--- src/shared/mss_pkg.sv ---
// shared constants for the management summary status register
`default_nettype none

package mss_pkg;

  // register bus geometry
  localparam int ADDR_W = 20;
  localparam int DATA_W = 32;
  localparam int NUM_PORTS = 16;

  // offset of the summary status word on the internal register bus
  localparam logic [ADDR_W-1:0] STAT_OFFSET = 20'h1D280;

  // field positions inside the status word
  localparam int POS_RESET_EVENT = 0;
  localparam int POS_SOFT_FLAG_TWO = 1;
  localparam int POS_SOFT_FLAG_ONE = 2;
  localparam int POS_SOFT_FLAG_ZERO = 3;
  localparam int POS_OUTBOUND_MAILBOX_WRITTEN = 4;
  localparam int POS_INBOUND_MAILBOX_READ = 5;
  localparam int POS_MGMT_IRQ = 6;
  localparam int POS_FABRIC_TRANSFER_ERROR = 7;
  localparam int POS_RESET_SYMBOL_EVENT = 8;
  localparam int POS_MULTICAST_SYMBOL_EVENT = 9;
  localparam int POS_LOGICAL_ERROR = 13;
  localparam int POS_MULTICAST_LATENCY_TIMEOUT = 14;
  localparam int POS_MULTICAST_PACKET_DROPPED = 15;
  localparam int POS_PORT_BASE = 16;

  // which bits hold storage, and which software may write
  localparam logic [DATA_W-1:0] IMPL_MASK = 32'hFFFF_E3FF;
  localparam logic [DATA_W-1:0] SOFT_MASK = 32'h0000_000E;

  // reset values: printed value, plus the hardware-reset mark
  localparam logic [DATA_W-1:0] STAT_RESET = 32'h0000_0000;
  localparam logic [DATA_W-1:0] STAT_HW_RESET = 32'h0000_0001;
  localparam logic ALERT_RESET = 1'b0;

endpackage : mss_pkg

`default_nettype wire

--- src/core/mss_sticky_bit.sv ---
// one status bit: sticky set, write-one-to-clear, optional load
`timescale 1ns/10ps
`default_nettype none

module mss_sticky_bit #(
  parameter logic RESET_VAL = 1'b0
) (
  // clock, reset, enable
  input wire logic ref_clk,
  input wire logic rst,
  input wire logic ce,
  // controls
  input wire logic soft_clr,
  input wire logic set,
  input wire logic clr,
  input wire logic load,
  input wire logic load_val,
  // state
  output logic q
);

  logic next_q; // value for the next edge

  // soft reset first, then software load, then set over clear
  always_comb begin
    if (soft_clr) begin
      next_q = 1'b0;
    end else if (load) begin
      next_q = load_val;
    end else begin
      next_q = set | (q & ~clr);
    end
  end

  // storage, frozen while ce is low
  always_ff @(posedge ref_clk or posedge rst) begin
    if (rst) begin
      q <= RESET_VAL;
    end else if (ce) begin
      q <= next_q;
    end
  end

endmodule : mss_sticky_bit

`default_nettype wire

--- src/core/mss_alert_detect.sv ---
// alert flag raised by enabled status bits rising
`timescale 1ns/10ps
`default_nettype none

module mss_alert_detect (
  // clock, reset, enable
  input wire logic ref_clk,
  input wire logic rst,
  input wire logic ce,
  // status and enables
  input wire logic [mss_pkg::DATA_W-1:0] status,
  input wire logic [mss_pkg::DATA_W-1:0] alert_enable,
  input wire logic alert_ack,
  // flag
  output logic alert_flag
);

  logic [mss_pkg::DATA_W-1:0] masked; // enabled status bits
  logic [mss_pkg::DATA_W-1:0] masked_q; // last cycle's view
  logic [mss_pkg::DATA_W-1:0] next_masked_q;
  logic next_alert_flag;
  logic rise; // any enabled bit went 0 to 1

  // an enable rising over a set bit counts as a rise too
  always_comb begin
    masked = status & alert_enable;
    rise = |(masked & ~masked_q);
    next_masked_q = masked;
    // rise wins over acknowledge; drops when nothing is enabled and set
    next_alert_flag = rise | (alert_flag & ~alert_ack & (|masked));
  end

  // registers
  always_ff @(posedge ref_clk or posedge rst) begin
    if (rst) begin
      masked_q <= '0;
      alert_flag <= mss_pkg::ALERT_RESET;
    end else if (ce) begin
      masked_q <= next_masked_q;
      alert_flag <= next_alert_flag;
    end
  end
endmodule : mss_alert_detect

`default_nettype wire

--- src/core/mss_status_reg.sv ---
// summary status register of the management slave
`timescale 1ns/10ps
`default_nettype none

module mss_status_reg (
  // clock, reset, enable
  input wire logic ref_clk,
  input wire logic rst,
  input wire logic ce,
  // management logic soft reset
  input wire logic mgmt_soft_rst,
  // internal register bus
  input wire logic reg_wr_en,
  input wire logic reg_rd_en,
  input wire logic [mss_pkg::ADDR_W-1:0] reg_addr,
  input wire logic [mss_pkg::DATA_W-1:0] reg_wdata,
  output logic [mss_pkg::DATA_W-1:0] reg_rdata,
  output logic reg_rvalid,
  // serial management slave side
  input wire logic mgmt_w1c_en,
  input wire logic [mss_pkg::DATA_W-1:0] mgmt_w1c_data,
  output logic [mss_pkg::DATA_W-1:0] mgmt_status,
  // mailbox events
  input wire logic outbound_mailbox_write,
  input wire logic inbound_mailbox_rd,
  input wire logic inbound_mailbox_full,
  // device event sources
  input wire logic mgmt_irq,
  input wire logic [mss_pkg::NUM_PORTS-1:0] fabric_transfer_error,
  input wire logic [mss_pkg::NUM_PORTS-1:0] reset_symbol_event,
  input wire logic [mss_pkg::NUM_PORTS-1:0] multicast_symbol_event,
  input wire logic logical_error,
  input wire logic [mss_pkg::NUM_PORTS-1:0] multicast_latency_timeout,
  input wire logic multicast_packet_dropped,
  input wire logic [mss_pkg::NUM_PORTS-1:0] port_irq,
  // alert
  input wire logic [mss_pkg::DATA_W-1:0] alert_enable,
  input wire logic alert_ack,
  output logic alert_flag,
  // logical error capture is free
  output logic logical_error_ready
);

  ////////////////////////////////////////////////////////////////////
  // decode and per-bit controls

  logic [mss_pkg::DATA_W-1:0] status; // the register itself
  logic [mss_pkg::DATA_W-1:0] set_vec; // hardware set per bit
  logic [mss_pkg::DATA_W-1:0] clr_vec; // external clear per bit
  logic [mss_pkg::DATA_W-1:0] load_vec; // software load per bit
  logic wr_hit; // register bus write to this word
  logic rd_hit; // register bus read of this word

  // address match on the internal register bus
  always_comb begin
    wr_hit = reg_wr_en && (reg_addr == mss_pkg::STAT_OFFSET);
    rd_hit = reg_rd_en && (reg_addr == mss_pkg::STAT_OFFSET);
  end

  // software reaches only the three soft flags
  always_comb begin
    load_vec = mss_pkg::SOFT_MASK & {mss_pkg::DATA_W{wr_hit}};
  end

  // clears come only from the serial side, one per written 1
  always_comb begin
    clr_vec = mgmt_w1c_data & {mss_pkg::DATA_W{mgmt_w1c_en}};
  end

  // event sources mapped onto their positions
  always_comb begin
    set_vec = '0;
    set_vec[mss_pkg::POS_OUTBOUND_MAILBOX_WRITTEN] = outbound_mailbox_write;
    // a read of an empty mailbox is not an event
    set_vec[mss_pkg::POS_INBOUND_MAILBOX_READ] =
      inbound_mailbox_rd & inbound_mailbox_full;
    set_vec[mss_pkg::POS_MGMT_IRQ] = mgmt_irq;
    set_vec[mss_pkg::POS_FABRIC_TRANSFER_ERROR] = |fabric_transfer_error;
    set_vec[mss_pkg::POS_RESET_SYMBOL_EVENT] = |reset_symbol_event;
    set_vec[mss_pkg::POS_MULTICAST_SYMBOL_EVENT] = |multicast_symbol_event;
    // the bit itself is the single capture slot
    set_vec[mss_pkg::POS_LOGICAL_ERROR] = logical_error;
    set_vec[mss_pkg::POS_MULTICAST_LATENCY_TIMEOUT] =
      |multicast_latency_timeout;
    set_vec[mss_pkg::POS_MULTICAST_PACKET_DROPPED] = multicast_packet_dropped;
    // ports in reverse: bit 16 is the last port
    for (int i = 0; i < mss_pkg::NUM_PORTS; i++) begin
      set_vec[mss_pkg::POS_PORT_BASE + i] = port_irq[mss_pkg::NUM_PORTS-1-i];
    end
  end

  ////////////////////////////////////////////////////////////////////
  // storage cells

  // reserved positions get no flop at all and read zero
  generate
    for (genvar b = 0; b < mss_pkg::DATA_W; b++) begin : g_bit
      if (mss_pkg::IMPL_MASK[b]) begin : g_cell
        mss_sticky_bit #(
          .RESET_VAL(mss_pkg::STAT_HW_RESET[b])
        ) u_bit (
          .ref_clk(ref_clk),
          .rst(rst),
          .ce(ce),
          .soft_clr(mgmt_soft_rst),
          .set(set_vec[b]),
          .clr(clr_vec[b]),
          .load(load_vec[b]),
          .load_val(reg_wdata[b]),
          .q(status[b])
        );
      end else begin : g_rsvd
        assign status[b] = 1'b0;
      end
    end
  endgenerate

  ////////////////////////////////////////////////////////////////////
  // read paths

  logic [mss_pkg::DATA_W-1:0] next_reg_rdata;
  logic next_reg_rvalid;

  // read data captured on a hit, held otherwise
  always_comb begin
    next_reg_rdata = rd_hit ? status : reg_rdata;
    next_reg_rvalid = rd_hit;
  end

  // read response registers
  always_ff @(posedge ref_clk or posedge rst) begin
    if (rst) begin
      reg_rdata <= mss_pkg::STAT_RESET;
      reg_rvalid <= 1'b0;
    end else if (ce) begin
      reg_rdata <= next_reg_rdata;
      reg_rvalid <= next_reg_rvalid;
    end
  end

  // serial side sees the live flops, no extra latency
  assign mgmt_status = status;

  // upstream must hold a second logical error until this rises
  assign logical_error_ready = ~status[mss_pkg::POS_LOGICAL_ERROR];

  ////////////////////////////////////////////////////////////////////
  // alert

  mss_alert_detect u_alert (
    .ref_clk(ref_clk),
    .rst(rst),
    .ce(ce),
    .status(status),
    .alert_enable(alert_enable),
    .alert_ack(alert_ack),
    .alert_flag(alert_flag)
  );

  logic quiet; // enabled cycle with no soft reset
  assign quiet = ce && !mgmt_soft_rst;
endmodule : mss_status_reg

`default_nettype wire

--- config.mk ---
export PLATFORM = sky130hd
export DESIGN_NAME = mss_status_reg
export DESIGN_NICKNAME = d
export VERILOG_FILES = /design/src/shared/mss_pkg.sv /design/src/core/mss_sticky_bit.sv /design/src/core/mss_alert_detect.sv /design/src/core/mss_status_reg.sv
export SDC_FILE = /design/constraint.sdc
export NUM_CORES = 1
export LEC_CHECK = 0
export ABC_CLOCK_PERIOD_IN_PS = 5900
export BUFFER_PORTS_ARGS = -buffer_cell sky130_fd_sc_hd__buf_2
export CELL_PAD_IN_SITES_DETAIL_PLACEMENT = 0
export CELL_PAD_IN_SITES_GLOBAL_PLACEMENT = 1
export CORE_MARGIN = 2
export CORE_UTILIZATION = 36
export DETAILED_ROUTE_END_ITERATION = 12
export MAX_ROUTING_LAYER = met4
export PLACE_DENSITY_LB_ADDON = 0.1
export SLEW_MARGIN = 20
export SYNTH_ARGS = -nofsm -noshare
export SYNTH_HDL_FRONTEND = slang
export SYNTH_HIERARCHICAL = 1
export SYNTH_SLANG_ARGS = --single-unit
--- constraint.sdc ---
create_clock -name ref_clk -period 5.9 [get_ports ref_clk]
set_clock_uncertainty 0.15 [all_clocks]
set_input_delay 0.885 -clock ref_clk [delete_from_list [all_inputs] [get_ports ref_clk]]
set_output_delay 0.885 -clock ref_clk [all_outputs]
set_load 0.05 [all_outputs]
==> results of run 1 <==
layout make-up:
type | instances | area [um^2]
clock inverters | 6 | 68.8
flip-flops and latches | 92 | 2300
diodes | 1 | 2.50
well taps | 184 | 230
multi-input cells | 435 | 3030
inverters | 42 | 158
repair buffers | 269 | 1360
clock buffers | 10 | 239
fillers | 1442 | 7150
Yosys cell counts:
library cell,number
o31ai_2,29
buf_4,6
inv_2,1
o21ai_0,41
nor3_4,1
nor4b_2,2
a41oi_1,1
or4_1,2
nand2_1,52
a22oi_1,3
o21ai_1,20
inv_1,41
nand4bb_1,1
conb_1,1
nor2b_1,1
dfstp_2,1
a21o_1,30
nand3b_1,12
nand3_1,9
o22ai_1,8
buf_6,3
mux2_1,9
nand4_1,10
nor4bb_1,1
o2111ai_1,4
dfrtp_1,91
and2_1,30
nor4_1,17
nor3_1,34
clkbuf_1,9
a221o_1,1
mux2_4,20
nor2b_4,29
and4_1,1
metal layers:
layer | vias up | share of wire, % | track usage [%]
met2 | 175 | 49 | 33.0
met3 | 6 | 6.8 | 4.97
met4 | 0 | 0.57 | 2.52
li1 | 2465 | - | -
met1 | 2285 | 44 | 24.9
met5 | - | 0 | -
flip-flops by register name, summed over array words and instances (netlist names):
name and flops:
reg_rvalid 1, u_alert/masked_q 32, u_alert/alert_flag 1, g_bit.g_cell.u_bit/q 29
reg_rdata 29
through the flow:
step	utilization [%]	hold slack, ns
2_1_floorplan	-	0.294
3_3_place_gp	48.7	0.311
3_5_place_dp	48.7	0.313
4_1_cts	50.8	0.328
5_1_grt	50.8	0.353
6_report	50.8	0.325
logic make-up after synthesis:
| logic type | synth area share (%) |
|---|---|
| muxes | 7.50 |
| AOI/OAI and AO/OA | 19.1 |
| DFF | 43.0 |
| other | 0.0701 |
| buffers and inverters | 5.05 |
| and+or+nand+nor | 25.3 |
worst paths after layout:
| kind | startpoint | end |
|---|---|---|
| worst min-delay path | reg_rvalid$_DFFE_PP0P_ | reg_rvalid$_DFFE_PP0P_ |
| min in group asynchronous | rst | g_bit[14].g_cell.u_bit/q$_DFFE_PP0P_ |
| worst max register to register | g_bit[20].g_cell.u_bit/q$_DFFE_PP0P_ | u_alert/alert_flag$_DFFE_PP0P_ |
| worst max-delay path | reg_addr[10] | reg_rdata[25]$_DFFE_PP0P_ |
| max in group asynchronous | rst | u_alert/masked_q[25]$_DFFE_PP0P_ |
| worst min register to register | reg_rvalid$_DFFE_PP0P_ | reg_rvalid$_DFFE_PP0P_ |
power breakdown:
part	internal, mW	leakage (nW)	switching, mW
Sequential	0.676	1.22	0.0435
Combinational	0.149	2.63	0.246
Clock	0.343	0.149	0.249
==> results.sh, run 1 <==
export IMPL_status="finished, final reports clean"
export IMPL_drt_iter0_drc=178
export IMPL_path_cells="buf_2 -> nor4bb_1 -> nand4_1 -> nor3_4 -> buf_4 -> mux2_4"
export IMPL_cp_slowest_cell="nor3_4"
export IMPL_dieArea_um2=15900
export IMPL_crit_required_ns=5.97
export IMPL_fmax_mhz=327
export IMPL_post_cts_repair_setup_buffers=0
export IMPL_final_common_cell="buf_2"
export IMPL_ys_ff_latch=92
export IMPL_dpl_instance_area_um2=7080
export IMPL_clk_pin_slew_ns=0.07
export IMPL_setup_viol_count_final=0
export IMPL_grt_pass1_wl_mm=24.5
export IMPL_grt_pass1_vias=4899
export IMPL_ys_seq_area_share_pct=43.0
export IMPL_die_h_um=126
export IMPL_crit_fanout=17
export IMPL_dr_total_vias=4931
export IMPL_synth_area_um2=5350
export IMPL_via_per_inst=4.75
export IMPL_grt_total_usage_pct=19.7
export IMPL_cp_depth=6
export IMPL_endpoint_kind="flip-flop"
export IMPL_final_cell_mix="264 x buf_2, 91 x dfrtp_1, 67 x conb_1"
export IMPL_drc=0
export IMPL_min_delay_path_class="reg2reg"
export IMPL_synth_avg_cell_area_um2=10.3
export IMPL_cts_hold_buf=0
export IMPL_leakage_nw=4.00
export IMPL_areaGrowthSynthToFinish_pct=38.0
export IMPL_die_x_um=126
export IMPL_cpPeakStageDelay_ns=0.87
export IMPL_dp_hpwl_mm=11.4
export IMPL_antenna_left=0
export IMPL_fin_nets=1059
export IMPL_portBuffers=264
export IMPL_tns_ns=0
export IMPL_final_area_um2=7390
export IMPL_ioPinCount=277
export IMPL_hold_viol=0
export IMPL_drv_cap=0
export IMPL_cts_tree="yes"
export IMPL_grt_max_degree=74
export IMPL_first_pass_iters=4
export IMPL_crit_buf_inv=2
export IMPL_p_total_mw=1.71
export IMPL_clk_latency_ns=0.34
export IMPL_synthTopCellsByArea="dfrtp_1 43%, nor2b_4 7.5%, o31ai_2 6.8%, mux2_4 5.6%, a21o_1 4.2%"
export IMPL_num_rows=44
export IMPL_peakVddDrop_v=0.000170
export IMPL_start_util_pct=36.8
export IMPL_p_per_area_nw_per_um2=231
export IMPL_fin_crit_sh_pct=51.9
export IMPL_yosys_area_top_type_share_pct=42.5
export IMPL_synthCells=521
export IMPL_antenna_found_initial=1
export IMPL_layout_drive_gt1_share_pct=43.1
export IMPL_rsz0062_at_grt="no"
export IMPL_h_tree_depth=3
export IMPL_hold_depth=1
export IMPL_worstSetupPathType="in2reg"
export IMPL_yosysUniqueCellTypes=34
export IMPL_place_ws_ns=2.44
export IMPL_cts_buffer_depth=2
export IMPL_post_route_min_period_ns=3.06
export IMPL_numCtsBuffers=9
export IMPL_relSlewSlack_pct=32.8
export IMPL_reg2reg_depth=5
export IMPL_numClockSinks=92
export IMPL_cp_top_family="simple AND/OR/NAND/NOR gates"
export IMPL_dp_cells=1022
export IMPL_core_area_um2=14500
export IMPL_wirelength_mm=14.8
export IMPL_rrSetupSlack_ns=3.56
export IMPL_setup_ws_ns=2.84
export IMPL_cts_resized=0
export IMPL_synth_top_area_cell="dfrtp_1"
export IMPL_wl_per_cell_um=14.2
export IMPL_gp_congestion=0.768
export IMPL_slew_viol_final=0
export IMPL_max_slew_worst_pin_slew_ns=1.00
export IMPL_start_kind="primary input"
export IMPL_synth_warnings=6
export IMPL_crit_arrival_ns=3.14
export IMPL_cts_root_buf="clkbuf_16"
export IMPL_grt_overflow=0
export IMPL_fin_cells=1039
Note: power is estimated with default switching activity, not from simulation.
==> inputs of run 2 (changes only) <==
ABC_AREA = 1   (was not set)
ABC_CLOCK_PERIOD_IN_PS = 2800   (was 5900)
CORE_UTILIZATION = 28   (was 36)
clock period = 2.8 ns   (was 5.9 ns; I/O delays follow)
==> results.sh, run 2 <==
export IMPL_status="finished, final reports clean"
export IMPL_leakage_nw=4.88
export IMPL_dr_total_vias=5947
export IMPL_cts_resized=0
export IMPL_drc=0
export IMPL_via_per_inst=3.95
export IMPL_cts_hold_buf=0
export IMPL_synth_ff_type="dfrtp_1"
export IMPL_p_per_area_nw_per_um2=434
export IMPL_h_tree_depth=3
export IMPL_cp_top_family="flip-flops"
export IMPL_cts_buffer_depth=2
export IMPL_p_int_mw=2.31
export IMPL_clk_latency_ns=0.34
export IMPL_numClockSinks=92
export IMPL_whs_ns=0.0674
export IMPL_fin_util_pct=39.6
export IMPL_largest_register="u_alert/masked_q"
export IMPL_numCtsBuffers=9
export IMPL_endpoint_kind="output pin"
export IMPL_switchingPower_mw=1.07
export IMPL_synth_area_um2=5650
export IMPL_p_sw_share_pct=31.6
export IMPL_drv_cap=0
export IMPL_max_slew_worst_pin_slew_ns=0.897
export IMPL_layout_drive_gt1_share_pct=23.6
export IMPL_min_delay_path_class="in2async"
export IMPL_die_h_um=146
export IMPL_gp_congestion=0.720
export IMPL_startpoint="g_bit[0].g_cell.u_bit/q$_DFFE_PP1P_"
export IMPL_largest_reg_flops=32
export IMPL_fin_nets=1447
export IMPL_cts_tree="yes"
export IMPL_tns_ns=0
export IMPL_final_cell_mix="366 x nand2_1, 264 x buf_2, 187 x inv_1"
export IMPL_fin_crit_sh_pct=62.7
export IMPL_core_area_um2=19700
export IMPL_reg_top3="u_alert/masked_q (32), g_bit.g_cell.u_bit/q (29), reg_rdata (29)"
export IMPL_setup_viol_count_final=0
export IMPL_grt_pass1_vias=5594
export IMPL_rsz0062_at_grt="no"
export IMPL_cts_root_buf="clkbuf_16"
export IMPL_grt_total_usage_pct=17.0
export IMPL_ys_top_cells_by_count="366 x nand2_1, 188 x inv_1, 124 x nor2_1"
export IMPL_grt_overflow=0
export IMPL_peakVddDrop_v=0.000235
export IMPL_synth_avg_cell_area_um2=6.21
export IMPL_crit_buf_inv=1
export IMPL_drt_iter0_drc=250
export IMPL_crit_arrival_ns=1.18
export IMPL_synth_top_area_cell="dfrtp_1"
export IMPL_post_route_min_period_ns=1.75
export IMPL_worstSetupPathType="reg2out"
export IMPL_antenna_found_initial=0
export IMPL_start_kind="flip-flop"
export IMPL_async_flop_share_pct=100
export IMPL_slew_viol_final=0
export IMPL_cp_slowest_cell="dfstp_2"
export IMPL_dp_cells=1491
export IMPL_cpPeakStageDelay_ns=0.57
export IMPL_synth_edf_count=0
export IMPL_yosys_area_top_type_share_pct=40.3
export IMPL_yosysUniqueCellTypes=20
export IMPL_first_pass_iters=4
export IMPL_final_common_cell="nand2_1"
export IMPL_wirelength_mm=17.6
export IMPL_fin_cells=1507
export IMPL_die_x_um=146
export IMPL_path_cells="buf_2"
export IMPL_num_rows=51
export IMPL_wl_per_cell_um=11.7
export IMPL_dp_hpwl_mm=13.4
export IMPL_post_cts_repair_setup_buffers=0
export IMPL_clk_pin_slew_ns=0.06
export IMPL_synth_warnings=6
export IMPL_ys_ff_latch=92
export IMPL_antenna_left=0
export IMPL_comb_power_share_pct=22.2
export IMPL_grt_max_degree=65
export IMPL_synthCells=911
export IMPL_ys_seq_area_share_pct=40.7
export IMPL_crit_fanout=5
export IMPL_relSlewSlack_pct=40.1
export IMPL_ioPinCount=277
export IMPL_areaGrowthSynthToFinish_pct=37.8
export IMPL_portBuffers=264
export IMPL_power_frac_seq_pct=44.0
export IMPL_synthMostInstantiatedCell="nand2_1"
export IMPL_dieArea_um2=21300
export IMPL_clkPwrFrac_pct=33.8
export IMPL_fillers=2239
export IMPL_grt_pass1_wl_mm=28.2
export IMPL_crit_required_ns=2.23
export IMPL_start_util_pct=28.8
export IMPL_rr_startpoint="g_bit[25].g_cell.u_bit/q$_DFFE_PP0P_"
export IMPL_synthTopCellsByArea="dfrtp_1 40%, nand2_1 24%, inv_1 12%, nor2_1 8.2%, nand4_1 3.8%"
export IMPL_hold_viol=0
export IMPL_fmax_mhz=570
## run 2: cell types whose count changed in the layout (fill, tap and decap cells not counted), sizes merged, moves of 30 or more
cell	before	now
nor2b	30	0
a21o	30	0
inv	43	188
and2	30	0
nand2	52	366
nor2	0	125
nor3	35	0
## run 2: cells by family (layout without fill, tap and decap cells)
family,count (synthesis),after routing,synth area share (%)
buffers and inverters,216,480,15.1
AO/OA/AOI/OAI,42,42,3.72
other,1,68,0.0663
flip-flops,92,92,40.7
AND/OR/NAND/NOR,560,560,40.4
## run 2: final timing paths
check                                                        to  slack, ns  cells past startpoint
max                                              mgmt_status[0]       1.05                      1
min                        g_bit[25].g_cell.u_bit/q$_DFFE_PP0P_       0.07                      2
max reg2reg                      u_alert/alert_flag$_DFFE_PP0P_       1.25                     10
min reg2reg                           reg_rdata[16]$_DFFE_PP0P_       0.32                      2
max in group asynchronous              reg_rdata[2]$_DFFE_PP0P_       1.55                      3
min in group ref_clk       g_bit[21].g_cell.u_bit/q$_DFFE_PP0P_       0.20                      5
## run 2: layout make-up
class | count | area [um^2] | area share, %
multi-input cells | 669 | 2760 | 35.4
clock inverters | 1 | 7.51 | 0.0964
repair buffers | 276 | 1410 | 18.1
clock buffers | 14 | 264 | 3.39
well taps | 265 | 332 | 4.26
diodes | 1 | 2.50 | 0.0321
flip-flops and latches | 92 | 2300 | 29.6
inverters | 189 | 709 | 9.11
## run 2: per-stage QoR
stage | setup WS (ns) | instance area (um^2) | power [mW]
detailed placement | 0.787 | 7520 | 2.27
global placement | 0.799 | 7520 | 2.27
finish | 1.05 | 7790 | 3.38
CTS | 1.03 | 7790 | 3.44
floorplan | 1.12 | 5900 | 1.96
global route | 0.987 | 7790 | 3.60
## run 2: per-layer routing
layer / vias up / track usage (%) / share of wire (%)
li1: 3274 / - / -
met1: 2497 / 22.9 / 50
met2: 160 / 26.3 / 43
met3: 16 / 2.94 / 5.6
met4: 0 / 4.90 / 1.4
met5: - / - / 0
## run 2: power groups by stage
stage | Sequential (mW) | Combinational, mW | Clock [mW]
after floorplan | 1.64 | 0.327 | 0
after global placement | 1.51 | 0.755 | 0
after detailed placement | 1.52 | 0.758 | 0
after CTS | 1.49 | 0.761 | 1.19
after global routing | 1.50 | 0.854 | 1.24
final | 1.49 | 0.750 | 1.14
==> inputs of run 3 (changes only) <==
ABC_CLOCK_PERIOD_IN_PS = 1500   (was 2800)
clock period = 1.5 ns   (was 2.8 ns; I/O delays follow)
==> results.sh, run 3 (synthesized netlist as in run 2, its figures left out) <==
export IMPL_whs_ns=0.0113
export IMPL_numClockSinks=92
export IMPL_core_area_um2=19700
export IMPL_reg_top3="u_alert/masked_q (32), g_bit.g_cell.u_bit/q (29), reg_rdata (29)"
export IMPL_tns_ns=0
export IMPL_min_delay_start="alert_enable[14]"
export IMPL_wirelength_mm=17.8
export IMPL_dp_hpwl_mm=13.6
export IMPL_p_per_area_nw_per_um2=808
export IMPL_final_common_cell="nand2_1"
export IMPL_min_to="u_alert/masked_q[14]$_DFFE_PP0P_"
export IMPL_p_int_mw=4.73
export IMPL_reg2reg_depth=9
export IMPL_first_pass_iters=5
export IMPL_grt_pass1_vias=5820
export IMPL_power_frac_seq_pct=40.0
export IMPL_crit_required_ns=1.12
export IMPL_post_route_min_period_ns=1.50
export IMPL_hold_viol=0
export IMPL_grt_max_degree=65
export IMPL_hold_depth=3
export IMPL_rrSetupSlack_ns=0.07
export IMPL_layout_drive_gt1_share_pct=27.0
export IMPL_cts_root_buf="clkbuf_16"
export IMPL_clkPwrFrac_pct=35.1
export IMPL_place_ws_ns=-0.0818
export IMPL_largest_register="u_alert/masked_q"
export IMPL_start_kind="flip-flop"
export IMPL_drv_cap=0
export IMPL_dr_total_vias=6082
export IMPL_grt_total_usage_pct=17.6
export IMPL_grt_pass1_wl_mm=29.4
export IMPL_fin_util_pct=42.7
export IMPL_worstSetupPathType="reg2out"
export IMPL_status="finished, final reports clean"
export IMPL_num_antenna_cells=0
export IMPL_endpoint_kind="output pin"
export IMPL_r2r_end="u_alert/alert_flag$_DFFE_PP0P_"
export IMPL_gp_congestion=0.743
export IMPL_rr_startpoint="g_bit[0].g_cell.u_bit/q$_DFFE_PP1P_"
export IMPL_slew_viol_final=0
export IMPL_dpl_instance_area_um2=7920
export IMPL_areaGrowthSynthToFinish_pct=48.6
export IMPL_p_sw_share_pct=30.3
export IMPL_final_cell_mix="361 x nand2_1, 246 x buf_2, 187 x inv_1"
export IMPL_setup_ws_ns=0.00308
export IMPL_drt_iter0_drc=286
export IMPL_leakage_nw=5.18
export IMPL_start_util_pct=28.8
export IMPL_peakVddDrop_v=0.000479
export IMPL_clk_pin_slew_ns=0.06
export IMPL_cts_tree="yes"
export IMPL_numCtsBuffers=9
export IMPL_dieArea_um2=21300
export IMPL_final_area_um2=8400
export IMPL_cpPeakStageDelay_ns=0.54
export IMPL_wl_per_cell_um=11.5
export IMPL_die_x_um=146
export IMPL_cp_top_family="flip-flops"
export IMPL_die_h_um=146
export IMPL_clk_latency_ns=0.34
export IMPL_fmax_mhz=668
export IMPL_num_rows=51
export IMPL_fin_crit_sh_pct=99.8
export IMPL_drc=0
export IMPL_cp_slowest_cell="dfstp_2"
export IMPL_path_cells="buf_6 -> buf_8"
export IMPL_crit_fanout=2
export IMPL_comb_power_share_pct=24.9
export IMPL_h_tree_depth=3
export IMPL_antenna_found_initial=0
export IMPL_min_delay_path_class="in2reg"
export IMPL_rsz0062_at_grt="yes"
export IMPL_antenna_left=0
export IMPL_setup_viol_count_final=0
export IMPL_via_per_inst=3.91
export IMPL_fin_nets=1494
export IMPL_grt_overflow=0
export IMPL_crit_buf_inv=2
export IMPL_cts_buffer_depth=2
export IMPL_ioPinCount=277
export IMPL_largest_reg_flops=32
export IMPL_switchingPower_mw=2.06
export IMPL_portBuffers=264
export IMPL_crit_arrival_ns=1.12
## run 3: worst max path at each step
stage,startpoint,endpoint,slack (ns),cells past startpoint
final,g_bit[0].g_cell.u_bit/q$_DFFE_PP1P_,mgmt_status[0],0.003,2
after global routing,g_bit[0].g_cell.u_bit/q$_DFFE_PP1P_,u_alert/alert_flag$_DFFE_PP0P_,-0.03,9
after CTS,g_bit[0].g_cell.u_bit/q$_DFFE_PP1P_,mgmt_status[0],-0.02,2
after detailed placement,reg_addr[5],g_bit[3].g_cell.u_bit/q$_DFFE_PP0P_,-0.08,10
after global placement,reg_addr[5],g_bit[1].g_cell.u_bit/q$_DFFE_PP0P_,-0.08,10
after floorplan,g_bit[0].g_cell.u_bit/q$_DFFE_PP1P_,u_alert/alert_flag$_DFFE_PP0P_,-0.01,9
## run 3: through the flow
step	total power, mW	cells
3_3_place_gp	4.38	1529
5_1_grt	7.20	1554
3_5_place_dp	4.39	1529
6_report	6.79	1554
2_1_floorplan	3.67	977
4_1_cts	6.87	1554
## run 3: cell type report
cell class | count | area, um^2
repair buffers | 323 | 1960
fillers | 2207 | 11300
multi-input cells | 669 | 2780
clock buffers | 15 | 278
well taps | 265 | 332
clock inverters | 1 | 30.0
inverters | 189 | 709
flip-flops and latches | 92 | 2310
## run 3: what timing repair did
| item | CTS | global route |
|---|---|---|
| endpoints found under the hold margin | 98 | 0 |
| buffers inserted | 1 | 0 |
| resized for setup | 17 | 20 |
| setup endpoints to repair | 12 | 11 |
| hold buffers | 8 | 0 |
## run 3: power groups by stage
| stage | Sequential [mW] | Clock (mW) | Combinational (mW) |
|---|---|---|---|
| floorplan | 3.06 | 0 | 0.610 |
| global placement | 2.76 | 0 | 1.63 |
| detailed placement | 2.76 | 0 | 1.64 |
| CTS | 2.71 | 2.47 | 1.69 |
| global route | 2.73 | 2.56 | 1.91 |
| finish | 2.72 | 2.38 | 1.69 |
## run 3: routing by layer
layer,part of all wire [%],GRT usage [%],vias to the layer above
met4,1.4,4.85,0
met3,5.8,3.03,14
met5,0,-,-
met1,48,23.5,2525
li1,-,-,3370
met2,44,27.7,173
## run 3: worst register-to-register path, cell delays in order, from the launching register on
cell and delay (ns):
dfstp_2 0.54, nand2_2 0.06, or2_1 0.23, nand2_1 0.06
nor2_1 0.04, nand2_1 0.08, nor2_2 0.04, nand2_1 0.06
nand2_1 0.04, nand2_1 0.06
